[config.mk]
export PLATFORM = sky130hd
export DESIGN_NAME = usb_ep1_bulk_in_int_status
export DESIGN_NICKNAME = d
export VERILOG_FILES = /design/src/common/usb_ep1_pkg.sv /design/src/design/flag_cell.sv /design/src/design/usb_ep1_bulk_in_int_status.sv
export VERILOG_INCLUDE_DIRS = /design/src /design/src/common
export SDC_FILE = /design/constraint.sdc
export NUM_CORES = 1
export LEC_CHECK = 0
export BUFFER_PORTS_ARGS = -buffer_cell sky130_fd_sc_hd__buf_2
export CELL_PAD_IN_SITES_DETAIL_PLACEMENT = 0
export CELL_PAD_IN_SITES_GLOBAL_PLACEMENT = 1
export CORE_MARGIN = 3
export CORE_UTILIZATION = 31
export CTS_CLUSTER_DIAMETER = 40
export DETAILED_ROUTE_END_ITERATION = 8
export PLACE_DENSITY = 0.83
export SYNTH_ARGS = -nofsm -noshare
export SYNTH_HDL_FRONTEND = slang
export SYNTH_SLANG_ARGS = --single-unit
[constraint.sdc]
create_clock -name clock_i -period 1.38 [get_ports clock_i]
set_input_delay 0.138 -clock clock_i [delete_from_list [all_inputs] [get_ports clock_i]]
set_output_delay 0.138 -clock clock_i [all_outputs]
set_load 0.01 [all_outputs]
[src/common/usb_ep1_consts.svh]
// named offsets, bit positions, reset values and widths for the ep1 bulk-in status block
// assumes inclusion by bare name from the package and the design files
//
// Notes on behaviour
// - any change of the status flags drives the shared usb interrupt request active; here only a flag being set does, and only while unmasked and ep1 is valid
// - status register is read-only, one 8-bit unit; writes leave flags alone
// - writing 0 to a clear register bit forces the matching flag to 0; here a set event in the same cycle wins and the flag stays 1
// - flags are invalid unless endpoint map and current interface support ep1
// - bit 5 set on ep1 IN token answered with NAK; requests interrupt; default 0
// - bit 4 set when ep1 fifo toggles and cpu may write; default 0
// - bit 4 also set on fifo toggle after a zero-length packet
// - bit 4 cleared by hardware on first cpu write to ep1 fifo data
// - ep1 data goes out on the IN token after firmware sets the nak control bit
`ifndef USB_EP1_CONSTS_SVH
`define USB_EP1_CONSTS_SVH

// ****************************************
// register map
// ****************************************
`define EP1_ADDR_W 16
`define EP1_DATA_W 8
`define EP1_STATUS_ADDR 16'hFF29
`define EP1_CLEAR_ADDR 16'hFF2A
`define EP1_MASK_ADDR 16'hFF2B
`define EP1_MAP_ADDR 16'hFF2C
`define EP1_NAK_CTRL_ADDR 16'hFF2E

// ****************************************
// field positions
// ****************************************
`define EP1_NAK_BIT 5
`define EP1_TOGGLE_BIT 4
`define EP1_NAK_CTRL_BIT 0
`define EP1_MAP_EN_BIT 0
`define EP1_MAP_IF_LO 1
`define EP1_MAP_IF_HI 3
`define EP1_IF_W 3

// ****************************************
// reset values
// ****************************************
`define EP1_STATUS_RST 8'h00
`define EP1_MASK_RST 8'h30
`define EP1_MAP_RST 8'h01
`define EP1_USED_MASK 8'h30
`define EP1_ZERO_BYTE 8'h00

`endif

[src/common/usb_ep1_pkg.sv]
// types shared by the ep1 bulk-in status block
// assumes the constants header sits beside it on the include path
`include "usb_ep1_consts.svh"

package usb_ep1_pkg;

    // ****************************************
    // in-path sequencer states, gray along idle -> armed -> busy; busy -> idle flips both bits
    // ****************************************
    typedef enum logic [1:0] {
        st_idle = 2'b00,
        st_armed = 2'b01,
        st_busy = 2'b11
    } in_state_t;

    typedef logic [`EP1_DATA_W-1:0] byte_t;
    typedef logic [`EP1_ADDR_W-1:0] addr_t;
    typedef logic [`EP1_IF_W-1:0] iface_t;

endpackage : usb_ep1_pkg

[src/design/flag_cell.sv]
// one sticky status flag with hardware set and clear
// assumes a single clock and a synchronous active-high reset
`timescale 1ns/1ns

module flag_cell (
    input wire logic clock_i,
    input wire logic rst_i,
    input wire logic set_i,
    input wire logic clr_i,
    output logic flag_o
);

    logic next_flag;

    // set beats clear so an event in the clearing cycle survives
    assign next_flag = set_i ? 1'b1 : (clr_i ? 1'b0 : flag_o);

    always_ff @(posedge clock_i) begin
        if (rst_i) begin
            flag_o <= 1'b0;
        end else begin
            flag_o <= next_flag;
        end
    end

endmodule : flag_cell

[src/design/usb_ep1_bulk_in_int_status.sv]
// interrupt status logic for the bulk-in endpoint 1 of the usb function unit
// assumes a plain register port with read data one cycle after the read strobe
// assumes usb-side event inputs are one-cycle pulses synchronous to clock_i
//
// The implementer's own choice: strobed register access.
`timescale 1ns/1ns
`include "usb_ep1_consts.svh"

module usb_ep1_bulk_in_int_status #(
    parameter int ADDR_W = `EP1_ADDR_W,
    parameter int DATA_W = `EP1_DATA_W
) (
    input wire logic clock_i,
    input wire logic rst_i,
    input wire usb_ep1_pkg::addr_t addr_i,
    input wire usb_ep1_pkg::byte_t wdata_i,
    input wire logic write_i,
    input wire logic read_i,
    input wire usb_ep1_pkg::iface_t cur_iface_i,
    input wire logic in_token_i,
    input wire logic fifo_toggle_i,
    input wire logic zlp_toggle_i,
    input wire logic fifo_write_i,
    output usb_ep1_pkg::byte_t rdata_o,
    output logic usb_shared_int_req_o,
    output logic in_send_o,
    output logic in_nak_o,
    output logic bulk_in_nak_ctrl_o
);

    import usb_ep1_pkg::*;

    // ****************************************
    // elaboration checks
    // ****************************************
    // the register map is fixed at 16-bit addresses and 8-bit data
    generate
        if (ADDR_W != `EP1_ADDR_W) begin : g_bad_addr
            $error("address width must be 16");
        end
        if (DATA_W != `EP1_DATA_W) begin : g_bad_data
            $error("data width must be 8");
        end
    endgenerate

    // ****************************************
    // declarations
    // ****************************************
    byte_t int_mask;
    byte_t ep1_interface_map;
    in_state_t in_state;
    in_state_t next_in_state;
    logic first_write_pending;
    logic next_first_write_pending;
    logic bulk_in_nak_flag;
    logic bulk_in_toggle_flag;
    byte_t next_rdata;
    logic next_irq;

    // ****************************************
    // address decode
    // ****************************************
    wire hit_status = (addr_i == `EP1_STATUS_ADDR);
    wire hit_clear = (addr_i == `EP1_CLEAR_ADDR);
    wire hit_mask = (addr_i == `EP1_MASK_ADDR);
    wire hit_map = (addr_i == `EP1_MAP_ADDR);
    wire hit_nak_ctrl = (addr_i == `EP1_NAK_CTRL_ADDR);

    // status has no write path at all, so a write there is dropped
    wire wr_clear = write_i & hit_clear;
    wire wr_mask = write_i & hit_mask;
    wire wr_map = write_i & hit_map;
    wire wr_nak_ctrl = write_i & hit_nak_ctrl;

    // ****************************************
    // endpoint validity
    // ****************************************
    wire map_enable = ep1_interface_map[`EP1_MAP_EN_BIT];
    wire [`EP1_IF_W-1:0] map_iface = ep1_interface_map[`EP1_MAP_IF_HI:`EP1_MAP_IF_LO];
    // ep1 only counts while mapped to the interface now selected
    wire ep1_valid = map_enable & (map_iface == cur_iface_i);

    // ****************************************
    // in-token sequencer
    // ****************************************
    wire arm_request = wr_nak_ctrl & wdata_i[`EP1_NAK_CTRL_BIT];
    wire disarm_request = wr_nak_ctrl & ~wdata_i[`EP1_NAK_CTRL_BIT];
    wire token_sends = in_token_i & (in_state == st_armed);
    wire token_naks = in_token_i & (in_state != st_armed);
    wire fifo_toggled = fifo_toggle_i | zlp_toggle_i;

    always_comb begin
        next_in_state = in_state;
        case (in_state)
            st_idle: begin
                if (arm_request) begin
                    next_in_state = st_armed;
                end
            end
            st_armed: begin
                // data leaves on the first IN token after arming
                if (in_token_i) begin
                    next_in_state = st_busy;
                end else if (disarm_request) begin
                    next_in_state = st_idle;
                end
            end
            st_busy: begin
                if (fifo_toggled) begin
                    next_in_state = st_idle;
                end
            end
            default: begin
                next_in_state = st_idle;
            end
        endcase
    end

    always_ff @(posedge clock_i) begin
        if (rst_i) begin
            in_state <= st_idle;
        end else begin
            in_state <= next_in_state;
        end
    end

    // ****************************************
    // status flags
    // ****************************************
    // a zero written to the clear register drops the flag
    wire clr_nak = wr_clear & ~wdata_i[`EP1_NAK_BIT];
    wire clr_toggle_sw = wr_clear & ~wdata_i[`EP1_TOGGLE_BIT];
    // only the first fifo write after a toggle clears the flag
    wire clr_toggle_hw = fifo_write_i & first_write_pending;

    flag_cell u_nak_flag (
        .clock_i(clock_i),
        .rst_i(rst_i),
        .set_i(token_naks),
        .clr_i(clr_nak),
        .flag_o(bulk_in_nak_flag)
    );

    flag_cell u_toggle_flag (
        .clock_i(clock_i),
        .rst_i(rst_i),
        .set_i(fifo_toggled),
        .clr_i(clr_toggle_sw | clr_toggle_hw),
        .flag_o(bulk_in_toggle_flag)
    );

    assign next_first_write_pending = fifo_toggled ? 1'b1 : (fifo_write_i ? 1'b0 : first_write_pending);

    always_ff @(posedge clock_i) begin
        if (rst_i) begin
            first_write_pending <= 1'b0;
        end else begin
            first_write_pending <= next_first_write_pending;
        end
    end

    // ****************************************
    // status image
    // ****************************************
    // unused bits are tied low; invalid endpoint reads as all zero
    wire [`EP1_DATA_W-1:0] raw_status = {2'b00, bulk_in_nak_flag, bulk_in_toggle_flag, 4'b0000};
    wire [`EP1_DATA_W-1:0] valid_status = ep1_valid ? raw_status : `EP1_ZERO_BYTE;

    // next-cycle image feeds the request so it rises with the flag change
    wire [`EP1_DATA_W-1:0] next_raw_status = {
        2'b00,
        token_naks | (bulk_in_nak_flag & ~clr_nak),
        fifo_toggled | (bulk_in_toggle_flag & ~(clr_toggle_sw | clr_toggle_hw)),
        4'b0000
    };

    // ****************************************
    // control registers
    // ****************************************
    always_ff @(posedge clock_i) begin
        if (rst_i) begin
            int_mask <= `EP1_MASK_RST;
        end else if (wr_mask) begin
            int_mask <= wdata_i & `EP1_USED_MASK;
        end
    end

    always_ff @(posedge clock_i) begin
        if (rst_i) begin
            ep1_interface_map <= `EP1_MAP_RST;
        end else if (wr_map) begin
            ep1_interface_map <= wdata_i;
        end
    end

    // ****************************************
    // interrupt request
    // ****************************************
    // level stays up while any unmasked flag is set and ep1 is valid; a firmware clear, the first fifo write or a mask or map write drops it
    assign next_irq = ep1_valid & (|(next_raw_status & int_mask));

    always_ff @(posedge clock_i) begin
        if (rst_i) begin
            usb_shared_int_req_o <= 1'b0;
        end else begin
            usb_shared_int_req_o <= next_irq;
        end
    end

    // ****************************************
    // read path
    // ****************************************
    // clear register is write-only and reads back as zero
    wire [`EP1_DATA_W-1:0] nak_ctrl_image = {7'b0000000, (in_state == st_armed)};
    wire [`EP1_DATA_W-1:0] read_mux =
        hit_status ? valid_status :
        hit_mask ? int_mask :
        hit_map ? ep1_interface_map :
        hit_nak_ctrl ? nak_ctrl_image :
        `EP1_ZERO_BYTE;

    assign next_rdata = read_i ? read_mux : `EP1_ZERO_BYTE;

    always_ff @(posedge clock_i) begin
        if (rst_i) begin
            rdata_o <= `EP1_ZERO_BYTE;
        end else begin
            rdata_o <= next_rdata;
        end
    end

    // ****************************************
    // usb-side answers
    // ****************************************
    // one-cycle send and nak pulses plus the armed level to the packet engine, registered for clean timing
    always_ff @(posedge clock_i) begin
        if (rst_i) begin
            in_send_o <= 1'b0;
            in_nak_o <= 1'b0;
            bulk_in_nak_ctrl_o <= 1'b0;
        end else begin
            in_send_o <= token_sends;
            in_nak_o <= token_naks;
            bulk_in_nak_ctrl_o <= (next_in_state == st_armed);
        end
    end

endmodule : usb_ep1_bulk_in_int_status

== Word level (Yosys, flattened, before mapping) ==
Cells that the tools add are included.
Widths: inputs -> output; s select.
Cells by class
  eq/ne operators: 10
  mux-type cells: 16
  bitwise gates (word level): 26
  reductions and logical operators: 6
Operators by type and width (number)
  $eq 16x16->1 const B: 5
  $mux 8: 3
  $and 1x1->1: 15
  $mux 2: 4
  $reduce_or 8->1: 1
  $mux 1: 7
  $and 6x6->6: 1
  $mux 6: 1
  $not 1->1: 6
  $pmux 2 s3: 1
  $reduce_bool 2->1: 3
  $eq 2x1->1 const B: 2
  $or 1x1->1: 4
  $eq 3x3->1: 1
  $eq 2x2->1 const B: 1
  $logic_not 2->1: 1
  $ne 2x1->1 const B: 1
  $reduce_or 2->1: 1
Word-level totals
  register bits after elaboration: 27
  output and inout bits: 12
  logic and storage cells: 69
  input bits: 35

== Logic depth before layout (Yosys ltp) ==
Gate-level depths: netlist (run 1).
  depth in word-level cells: 10
  depth in mapped cells: 5
  gate-level depth less buffers: 4

== Cells and area by module ==
Synthesis (run 1) repeated with hierarchy kept, for this count alone.
Unflattened totals
  cell total of the unflattened synthesis: 146
  area, all modules: 1300.0 µm²
Modules (own cells, without submodules)
  usb_ep1_bulk_in_int_status: sequential area each 500.5 µm², cells an instance 138, area each 1222.4 µm², times used 1
  flag_cell: sequential area each 20.0 µm², cells an instance 4, area each 38.8 µm², times used 2

== Worst setup path after synthesis (run 1) ==
No wires, ideal clock.
  path kind: input port to flip-flop
  start: in addr_i[4]
  end: reg int_mask[5]
  setup time: 0.126 ns
  setup slack: -0.008 ns
  arrival time: 1.262 ns
  cell stages on the path: 4
  required time: 1.254 ns
  path buffers: 0
  path through: or3b_4 -> or4_4 -> o21ai_1 -> nand3_1
On the way
  longest elaborated chain between the ends: 2
Ends and longest elaborated chain
  start, declared: RTL line usb_ep1_bulk_in_int_status.sv:15  | input wire usb_ep1_pkg::addr_t addr_i,
  $eq 16x16->1 (no source line)
  $and 1x1->1: RTL line usb_ep1_bulk_in_int_status.sv:71  | wire wr_mask = write_i & hit_mask;
  end signal, assigned: RTL line usb_ep1_bulk_in_int_status.sv:182  | int_mask <= `EP1_MASK_RST;
  end signal, assigned: RTL line usb_ep1_bulk_in_int_status.sv:184  | int_mask <= wdata_i & `EP1_USED_MASK;
  end, declared: RTL line usb_ep1_bulk_in_int_status.sv:49  | byte_t int_mask;
No other way between the ends.
A chain may end at the register's enable or synchronous reset.

== Worst setup path in the final report (run 1) ==
  start: in addr_i[4]
  end: reg int_mask[4]
The elaborated chain is that of the path after synthesis.

==> reports/results.ini, run 1 <==
[status]
status=complete, no violations

[critical_path]
crit_required_ps=1550
path_max_fanout=3
cp-end-kind=flip-flop
arrival_ps=1420
path_delay_family=simple AND/OR/NAND/NOR gates
max_stage_delay_ps=540
cp-start-kind=input pin
crit_chain=buf_2 -> or3b_4 -> or4_4 -> o21ai_1 -> nand3_1
cp.depth=5
critPathBufInv=1
cp_slowest_cell=or4_4
r2r_cells=4
crit_type=in -> reg

[layout]
drive_gt1_frac=0.333
seq_area_um2=541
multiInputGateArea_um2=618
layout.nets=222
fin_cells=232
final_util=0.443
fillers=360
antenna_cells=0
areaGrowthSynthToFinish_pct=31.4

[clock_network]
clk_latency_ps=280
hold_buffers=0
root_buffer=clkbuf_8
numCtsBuffers=3
clockBufferDepth=2
path_clk_slew_ps=100
cts_max_level=1
cts.sinks=27
cts-resized-gates=0
post_cts_buffers=0
cts_tree=yes

[synth]
synth.most_common_cell=dfxtp_1
syn_avg_cell_area_um2=8.93
yosysTopAreaCell=dfxtp_1
synth_area_leaders=dfxtp_1 46%, nand3_1 6.3%, a21oi_1 5.1%, and2_1 4.2%, o21ai_0 3.8%
yosysTopAreaCellShare=0.455
synth-main-ff-cell=dfxtp_1
yosys_warnings=0
synth_common_cells=27 x dfxtp_1, 15 x nand3_1, 12 x a21oi_1
syn_nets=168
async_flop_share=0
yosysUniqueCellTypes=36
synth-seq-cells=27
yosysSeqAreaShare=0.455
synth_edf_count=0
syn-instance-count=133
mappedNetlistArea_mm2=0.00119

[flow_run]
drv_cap=0

[grt]
grt_pass1_vias=1049
gr-total-overflow=0
grt_start_max_net_pins=18
grt_pass1_wl_um=4650
grtUsageMet3=0.0312
gr-usage-met2=0.232
antenna_found_initial=0
busiest_layer=met2
grt_usage=0.138
use_met1=0.166

[power_and_ir_drop]
power_density_mw_per_mm2=897
p_leak_nw=0.668
ir_drop_mv=0.498
total_power_mw=1.40

[sta]
period_share=0.903
worst_pin_slew_ps=361
finalHoldViolations=0
slew_viol_final=0
rsz0062_at_grt=false
max-slew-margin-rel=0.757
setup_viol=0
setup_slack_ps=133
fin_crit_ps=1250
fmax_ghz=0.802
tns_ps=0
skew_ps=1.81

[floorplan]
core_mm2=0.00352
fp.dieArea_mm2=0.00461
die_h_um=67.9
fp.dieW_um=67.9
initial_utilization=0.337
ios=47
num_rows=21

[worst_hold_path]
hold_depth=3
holdCritPathClass=in -> reg

[route]
remaining_drc_errors=0
drt-vias-per-instance=4.98
antenna_left=0
drt_wl_total_um=3010
vias=1156
drt_iter0_markers=32
wl_per_cell_um=13.0
firstDrtPassIters=4

[placement]
place_congestion=0.891
dp.cells=228
hpwl_um=2470
portBuffers=46
pre_cts_slack_ps=-168

-- worst min-delay path, delay by kind of cell --
family | cells | cell delay [ps]
AO/OA/AOI/OAI | 1 | 50
AND/OR/NAND/NOR | 1 | 50
buffers and inverters | 1 | 100
-- final cells by class --
type / count / area share
Multi-Input combinational cell: 99 / 0.396
Sequential cell: 27 / 0.346
Timing Repair Buffer: 53 / 0.181
Tap cell: 46 / 0.0369
Clock buffer: 3 / 0.0265
Inverter: 3 / 0.00722
Clock inverter: 1 / 0.00561
-- per-stage QoR --
step | hold WS, ps | area, µm²
final | 103 | 1560
after CTS | 97.6 | 1560
after floorplan | 276 | 1190
after global placement | 401 | 1510
after global routing | 97.8 | 1560
after detailed placement | 402 | 1510
-- registers in the layout, summed over array words and instances, names as in the netlist --
| signal | flops |
|---|---|
| bulk_in_nak_ctrl_o | 1 |
| int_mask | 2 |
| first_write_pending | 1 |
| usb_shared_int_req_o | 1 |
| rdata_o | 8 |
| in_nak_o | 1 |
| u_nak_flag.flag_o | 1 |
| in_state | 2 |
| in_send_o | 1 |
| ep1_interface_map | 8 |
| u_toggle_flag.flag_o | 1 |
-- cell usage in the layout (no fill, tap or decap), types with 2 or more instances in the layout --
cell and count:
xnor2_1 3, a21oi_1 12, o21ai_1 2, and3_1 4
nor2_1 5, and2_1 8, nand2b_1 2, nand3_1 15
and4b_1 2, o2bb2ai_1 2, nor3_1 4, nand4_1 4
nand2_1 4, a31oi_1 3, nor2b_1 2, buf_4 7
inv_1 3, buf_2 46, clkbuf_8 3, dfxtp_1 27
and4_1 4, o21ai_0 9
-- worst paths after layout --
check                                                        from                                end  slack [ps]
worst max-delay path                                    addr_i[4]           int_mask[4]$_SDFFE_PP1P_         130
worst min-delay path                                   wdata_i[7]  ep1_interface_map[7]$_SDFFE_PP0P_         100
worst max register to register             in_state[1]$_SDFF_PP0_     u_nak_flag.flag_o$_SDFFE_PP0P_         170
worst min register to register  ep1_interface_map[6]$_SDFFE_PP0P_              rdata_o[6]$_SDFF_PP0_         460
-- report_power, final --
part / leakage [nW] / internal (mW) / switching, mW
registers: 0.219 / 0.788 / 0.00386
clock network: 0.0261 / 0.212 / 0.262
logic: 0.423 / 0.0690 / 0.0651
-- cell families after synthesis --
| family | after synthesis | share of synthesized area |
|---|---|---|
| DFF | 27 | 0.455 |
| and+or+nand+nor | 61 | 0.318 |
| AOI/OAI and AO/OA | 33 | 0.162 |
| muxes | 2 | 0.0179 |
| buffers and inverters | 7 | 0.0242 |
| xor gates and xnor gates | 3 | 0.0221 |
-- per-layer routing --
layer	wire length (µm)	vias up	share of wire
li1	-	601	-
met1	1350	517	0.45
met2	1450	34	0.48
met3	167	4	0.055
met4	44	0	0.015
met5	0	-	0
Power figures use the tool's default switching activity.
==> run 2: changes to the inputs <==
--- a/config.mk
+++ b/config.mk
@@ -7,6 +7,7 @@
 export NUM_CORES = 1
 export LEC_CHECK = 0
 export BUFFER_PORTS_ARGS = -buffer_cell sky130_fd_sc_hd__buf_2
+export CAP_MARGIN = 10
 export CELL_PAD_IN_SITES_DETAIL_PLACEMENT = 0
 export CELL_PAD_IN_SITES_GLOBAL_PLACEMENT = 1
 export CORE_MARGIN = 3
==> constraint.sdc (replaced) <==
create_clock -name clock_i -period 1.38 [get_ports clock_i]
set_input_delay 0.069 -clock clock_i [delete_from_list [all_inputs] [get_ports clock_i]]
set_output_delay 0.069 -clock clock_i [all_outputs]
set_load 0.01 [all_outputs]
==> run 2 against run 1 <==
Cell count increased by 0.43%. Clock power down 6.1%. Cell area grew 0.24%. First-iteration DRC count rose by 100%. Register-to-register slack about the same. Critical path depth decreased by 1. Die area unchanged. Critical path type is now reg -> reg. Highest routed layer unchanged.
==> reports/results.ini, run 2 (synthesized netlist as in run 1, its figures left out) <==
[layout]
fin_cells=233  ; +0.43%
antenna_cells=0  ; unchanged
areaGrowthSynthToFinish_pct=31.7
final_cell_mix=46 x buf_2, 27 x dfxtp_1, 15 x nand3_1
layout.nets=223  ; +0.45%
layout_commonest_cell=buf_2
final_util=0.444  ; +0.00107
drive_gt1_frac=0.337  ; +0.00357
stdcell_area_mm2=0.00156  ; +0.24%
top_regs=ep1_interface_map: 8 flops, rdata_o: 8 flops

[power_and_ir_drop]
intPower_mw=1.06  ; -0.96%
power_density_mw_per_mm2=877  ; -2.2%
seq_power_share=0.577  ; +0.011
swShare=0.229  ; -0.00767
p_leak_nw=0.673  ; +0.72%
clockPowerShare=0.324  ; -0.015
total_power_mw=1.37  ; -1.9%
p_comb_frac=0.099  ; +0.003
ir_drop_mv=0.422  ; -15%
netSwitchingPower_mw=0.314  ; -5.1%

[floorplan]
ios=47  ; unchanged
fp.dieW_um=67.9  ; unchanged
num_rows=21  ; unchanged
initial_utilization=0.337  ; unchanged
core_mm2=0.00352  ; unchanged
fp.dieArea_mm2=0.00461  ; unchanged
die_h_um=67.9  ; unchanged

[placement]
hpwl_um=2510  ; +1.8%
pre_cts_slack_ps=-83.4  ; +84.7 ps
dp.cells=229  ; +0.44%
place_congestion=0.821  ; -7.9%
portBuffers=46  ; unchanged
dpl_cell_area_mm2=0.00152  ; +0.50%

[route]
vias=1192  ; +3.1%
antenna_left=0  ; unchanged
wl_per_cell_um=13.4  ; +3.1%
remaining_drc_errors=0  ; unchanged
drt_wl_total_um=3120  ; +3.5%
drt-vias-per-instance=5.12  ; +2.7%
drt_iter0_markers=64  ; +100%
firstDrtPassIters=4  ; unchanged

[sta]
setup_slack_ps=165  ; +32.2 ps
fmax_ghz=0.823  ; +2.7%
fin_crit_ps=1210  ; -32.2 ps
tns_ps=0  ; unchanged
slew_viol_final=0  ; unchanged
holdWs_ps=38.0  ; -65.0 ps
setup_viol=0  ; unchanged
finalHoldViolations=0  ; unchanged
max-slew-margin-rel=0.742  ; -0.0148
rsz0062_at_grt=false
period_share=0.880  ; -0.0233
skew_ps=4.46  ; +2.65 ps
worst_pin_slew_ps=385  ; +23.8 ps

[worst_hold_path]
holdCritPathClass=in -> reg

[grt]
grt_start_max_net_pins=16  ; -2
grt_pass1_vias=1165  ; +11%
grt_pass1_wl_um=5120  ; +10%
antenna_found_initial=0  ; unchanged
grt_usage=0.150  ; +0.0113
gr-total-overflow=0  ; unchanged

[critical_path]
arrival_ps=1420  ; about the same
cp-end-kind=flip-flop
cp-start-kind=flip-flop
crit_type=reg -> reg
crit_required_ps=1580  ; +30 ps
path_max_fanout=7  ; +4

[clock_network]
cts-resized-gates=0  ; unchanged
path_clk_slew_ps=90  ; about the same
cts_tree=yes
post_cts_buffers=0  ; unchanged
root_buffer=clkbuf_8
hold_buffers=0  ; unchanged
clk_latency_ps=270  ; about the same
cts.sinks=27  ; unchanged
clockBufferDepth=2  ; unchanged
numCtsBuffers=3  ; unchanged
cts_max_level=1  ; unchanged

[flow_run]
drv_cap=0  ; unchanged

[status]
status=complete, no violations

==> run 2: cell types whose count changed in the layout (fill, tap and decap cells not counted), sizes merged <==
cell / previous run / this run
buf: 53 / 54
inv: 4 / 3
clkinv: 0 / 1
==> run 2: layout make-up <==
cell class	count	area, µm²
Fill cell	363	1960
Multi-Input combinational cell	99	618
Sequential cell	27	541
Timing Repair Buffer	54	290
Tap cell	46	57.6
Clock buffer	3	41.3
Inverter	3	11.3
Clock inverter	1	5.00
==> run 2: power groups by stage <==
stage	registers [mW]	logic [mW]	clock network, mW
after floorplan	0.810	0.0522	0
after global placement	0.809	0.132	0
after detailed placement	0.809	0.135	0
after CTS	0.791	0.136	0.457
after global routing	0.792	0.151	0.490
final	0.791	0.136	0.445
==> run 2: layer usage <==
| metal | global-route usage | part of all wire | wire length [µm] | vias to the layer above |
|---|---|---|---|---|
| met1 | 0.198 | 0.48 | 1500 | 535 |
| met3 | 0.0263 | 0.070 | 217 | 6 |
| met2 | 0.241 | 0.43 | 1340 | 47 |
| met5 | 0 | 0 | 0 | - |
| li1 | - | - | - | 604 |
| met4 | 0.0620 | 0.020 | 61 | 0 |
==> run 2: critical path: stages (launching register included) <==
cell       delay, ps
dfxtp_1          460
nand2b_1         240
a21oi_1          110
nand4bb_1        200
o22ai_1          140
==> run 2: worst paths after layout <==
path	slack, ps	start	depth (start not counted)	endpoint
worst max-delay path	170	in_state[1]$_SDFF_PP0_	4	usb_shared_int_req_o$_SDFF_PP0_
worst min-delay path	40	wdata_i[2]	3	ep1_interface_map[2]$_SDFFE_PP0P_
worst max register to register	170	in_state[1]$_SDFF_PP0_	4	usb_shared_int_req_o$_SDFF_PP0_
worst min register to register	460	ep1_interface_map[6]$_SDFFE_PP0P_	1	rdata_o[6]$_SDFF_PP0_
==> run 3: changes to the inputs <==
--- a/config.mk
+++ b/config.mk
@@ -14,7 +14,9 @@
 export CORE_UTILIZATION = 31
 export CTS_CLUSTER_DIAMETER = 40
 export DETAILED_ROUTE_END_ITERATION = 8
+export GPL_TIMING_DRIVEN = 0
 export PLACE_DENSITY = 0.83
+export REMOVE_ABC_BUFFERS = 1
 export SYNTH_ARGS = -nofsm -noshare
 export SYNTH_HDL_FRONTEND = slang
 export SYNTH_SLANG_ARGS = --single-unit
==> run 3 against run 2 <==
Sequential cell count is the same. Count of clock-buffer cells in the layout grew 1. Register-to-register slack gained 50 ps. Critical path depth grew 1. Die area is the same. Worst hold slack gained 7.8 ps. Combinational power shrank 4%. Largest power group unchanged. Highest routed layer unchanged.
==> reports/results.ini, run 3 (synthesized netlist as in run 1, its figures left out) <==
[floorplan]
num_rows=21  ; unchanged
die_h_um=67.9  ; unchanged
initial_utilization=0.337  ; unchanged
core_mm2=0.00352  ; unchanged
ios=47  ; unchanged
fp.dieArea_mm2=0.00461  ; unchanged
fp.dieW_um=67.9  ; unchanged

[clock_network]
cts_max_level=1  ; unchanged
numCtsBuffers=3  ; unchanged
hold_buffers=0  ; unchanged
path_clk_slew_ps=90  ; about the same
clk_latency_ps=270  ; about the same
root_buffer=clkbuf_8
cts_tree=yes
clockBufferDepth=2  ; unchanged
cts.sinks=27  ; unchanged

[critical_path]
crit_required_ps=1530  ; -50 ps
crit_path_start=addr_i[4]
r2r-start=in_state[1]$_SDFF_PP0_
path_delay_family=simple AND/OR/NAND/NOR gates
crit_type=in -> reg
cp-start-kind=input pin
cp-end-kind=flip-flop
cp_slowest_cell=or4_4
r2r_cells=4  ; unchanged
arrival_ps=1360  ; -60 ps
max_stage_delay_ps=550  ; +90 ps
r2r_end=usb_shared_int_req_o$_SDFF_PP0_
critPathBufInv=1  ; +1
path_max_fanout=3  ; -4
rrSetupSlack_ps=220  ; +50 ps
crit_chain=buf_2 -> or3b_4 -> or4_4 -> o21ai_1 -> nand3_1

[sta]
finalHoldViolations=0  ; unchanged
setup_viol=0  ; unchanged
fin_crit_ps=1210  ; -5.63 ps
skew_ps=4.51  ; +0.0535 ps
holdWs_ps=45.8  ; +7.79 ps
worst_pin_slew_ps=426  ; +40.7 ps
max-slew-margin-rel=0.716  ; -0.0262
rsz0062_at_grt=false
fmax_ghz=0.827  ; +0.47%
slew_viol_final=0  ; unchanged
period_share=0.876  ; -0.00408

[power_and_ir_drop]
total_power_mw=1.37  ; -0.42%
p_leak_nw=0.647  ; -3.8%
clockPowerShare=0.326  ; +0.002
power_density_mw_per_mm2=894  ; +1.9%
ir_drop_mv=0.347  ; -18%
intPower_mw=1.06  ; about the same
p_comb_frac=0.095  ; -0.004
seq_power_share=0.579  ; +0.002
swShare=0.226  ; -0.00295
netSwitchingPower_mw=0.308  ; -1.7%

[route]
vias=1177  ; -1.3%
antenna_left=0  ; unchanged
drt-vias-per-instance=5.19  ; +1.4%
drt_wl_total_um=3120  ; unchanged
remaining_drc_errors=0  ; unchanged
firstDrtPassIters=6  ; +2
wl_per_cell_um=13.7  ; +2.6%
drt_iter0_markers=108  ; +69%

[layout]
final_util=0.434  ; -0.00995
layout_commonest_cell=buf_2
stdcell_area_mm2=0.00153  ; -2.2%
final_cell_mix=46 x buf_2, 27 x dfxtp_1, 15 x nand3_1
areaGrowthSynthToFinish_pct=28.8
antenna_cells=0  ; unchanged
top_regs=ep1_interface_map: 8 flops, rdata_o: 8 flops
layout.nets=217  ; -2.7%
drive_gt1_frac=0.315  ; -0.0220

[placement]
portBuffers=46  ; unchanged
hpwl_um=2460  ; -2.2%
place_congestion=0.902  ; +9.8%
dpl_cell_area_mm2=0.00146  ; -4.0%

[grt]
grt_start_max_net_pins=15  ; -1
grt_pass1_wl_um=5040  ; -1.5%
antenna_found_initial=0  ; unchanged
grt_pass1_vias=1110  ; -4.7%
gr-total-overflow=0  ; unchanged
grt_usage=0.146  ; -0.00330

[worst_hold_path]
hold_depth=3  ; unchanged
min_to=ep1_interface_map[1]$_SDFFE_PP0P_
holdCritPathClass=in -> reg
hold_start=wdata_i[1]

[status]
status=complete, no violations

[flow_run]
drv_cap=0  ; unchanged

-- run 3: worst max-delay path by stage --
stage,end,depth (start not counted)
after floorplan,int_mask[5]$_SDFFE_PP1P_,4
after global placement,rdata_o[5]$_SDFF_PP0_,5
after detailed placement,rdata_o[7]$_SDFF_PP0_,5
after CTS,rdata_o[7]$_SDFF_PP0_,5
after global routing,usb_shared_int_req_o$_SDFF_PP0_,5
final,int_mask[4]$_SDFFE_PP1P_,5
-- run 3: metal layers --
layer,global-route usage,vias to the layer above,wire [µm],part of all wire
li1,-,593,-,-
met1,0.186,523,1330,0.43
met2,0.241,54,1480,0.47
met3,0.0230,7,235,0.075
met4,0.0720,0,76,0.024
met5,0,-,0,0
-- run 3: power by group through the flow --
stage	clock network [mW]	registers (mW)	logic, mW
after floorplan	0	0.810	0.0485
after global placement	0	0.809	0.126
after detailed placement	0	0.809	0.129
after CTS	0.451	0.791	0.130
after global routing	0.488	0.793	0.146
final	0.446	0.791	0.130
-- run 3: what timing repair did --
action,CTS,global route
pin swaps,0,1
buffers inserted,0,2
setup endpoints to repair,7,9
gates resized for setup,2,0
cloned,0,0
-- run 3: area by class of cell --
cell class                 count  area [µm²]
clock buffer                   4        45.0
sequential                    27         541
fill                         371        1990
tap                           46        57.6
multi-input combinational     99         629
timing repair buffer          48         245
inverter                       3        11.3
-- run 3: per-stage QoR --
stage / setup TNS, ps / cells / setup WS (ps)
2_1_floorplan: 0 / 129 / 61.0
3_3_place_gp: -3600 / 221 / -455
3_5_place_dp: -3740 / 221 / -467
4_1_cts: 0 / 225 / 39.0
5_1_grt: 0 / 227 / 52.9
6_report: 0 / 227 / 171
-- run 3: worst register-to-register path: stages (launching register included) --
cell,delay [ps]
dfxtp_1,370
nand2b_1,220
a21oi_1,210
nand4bb_1,170
o22ai_1,80
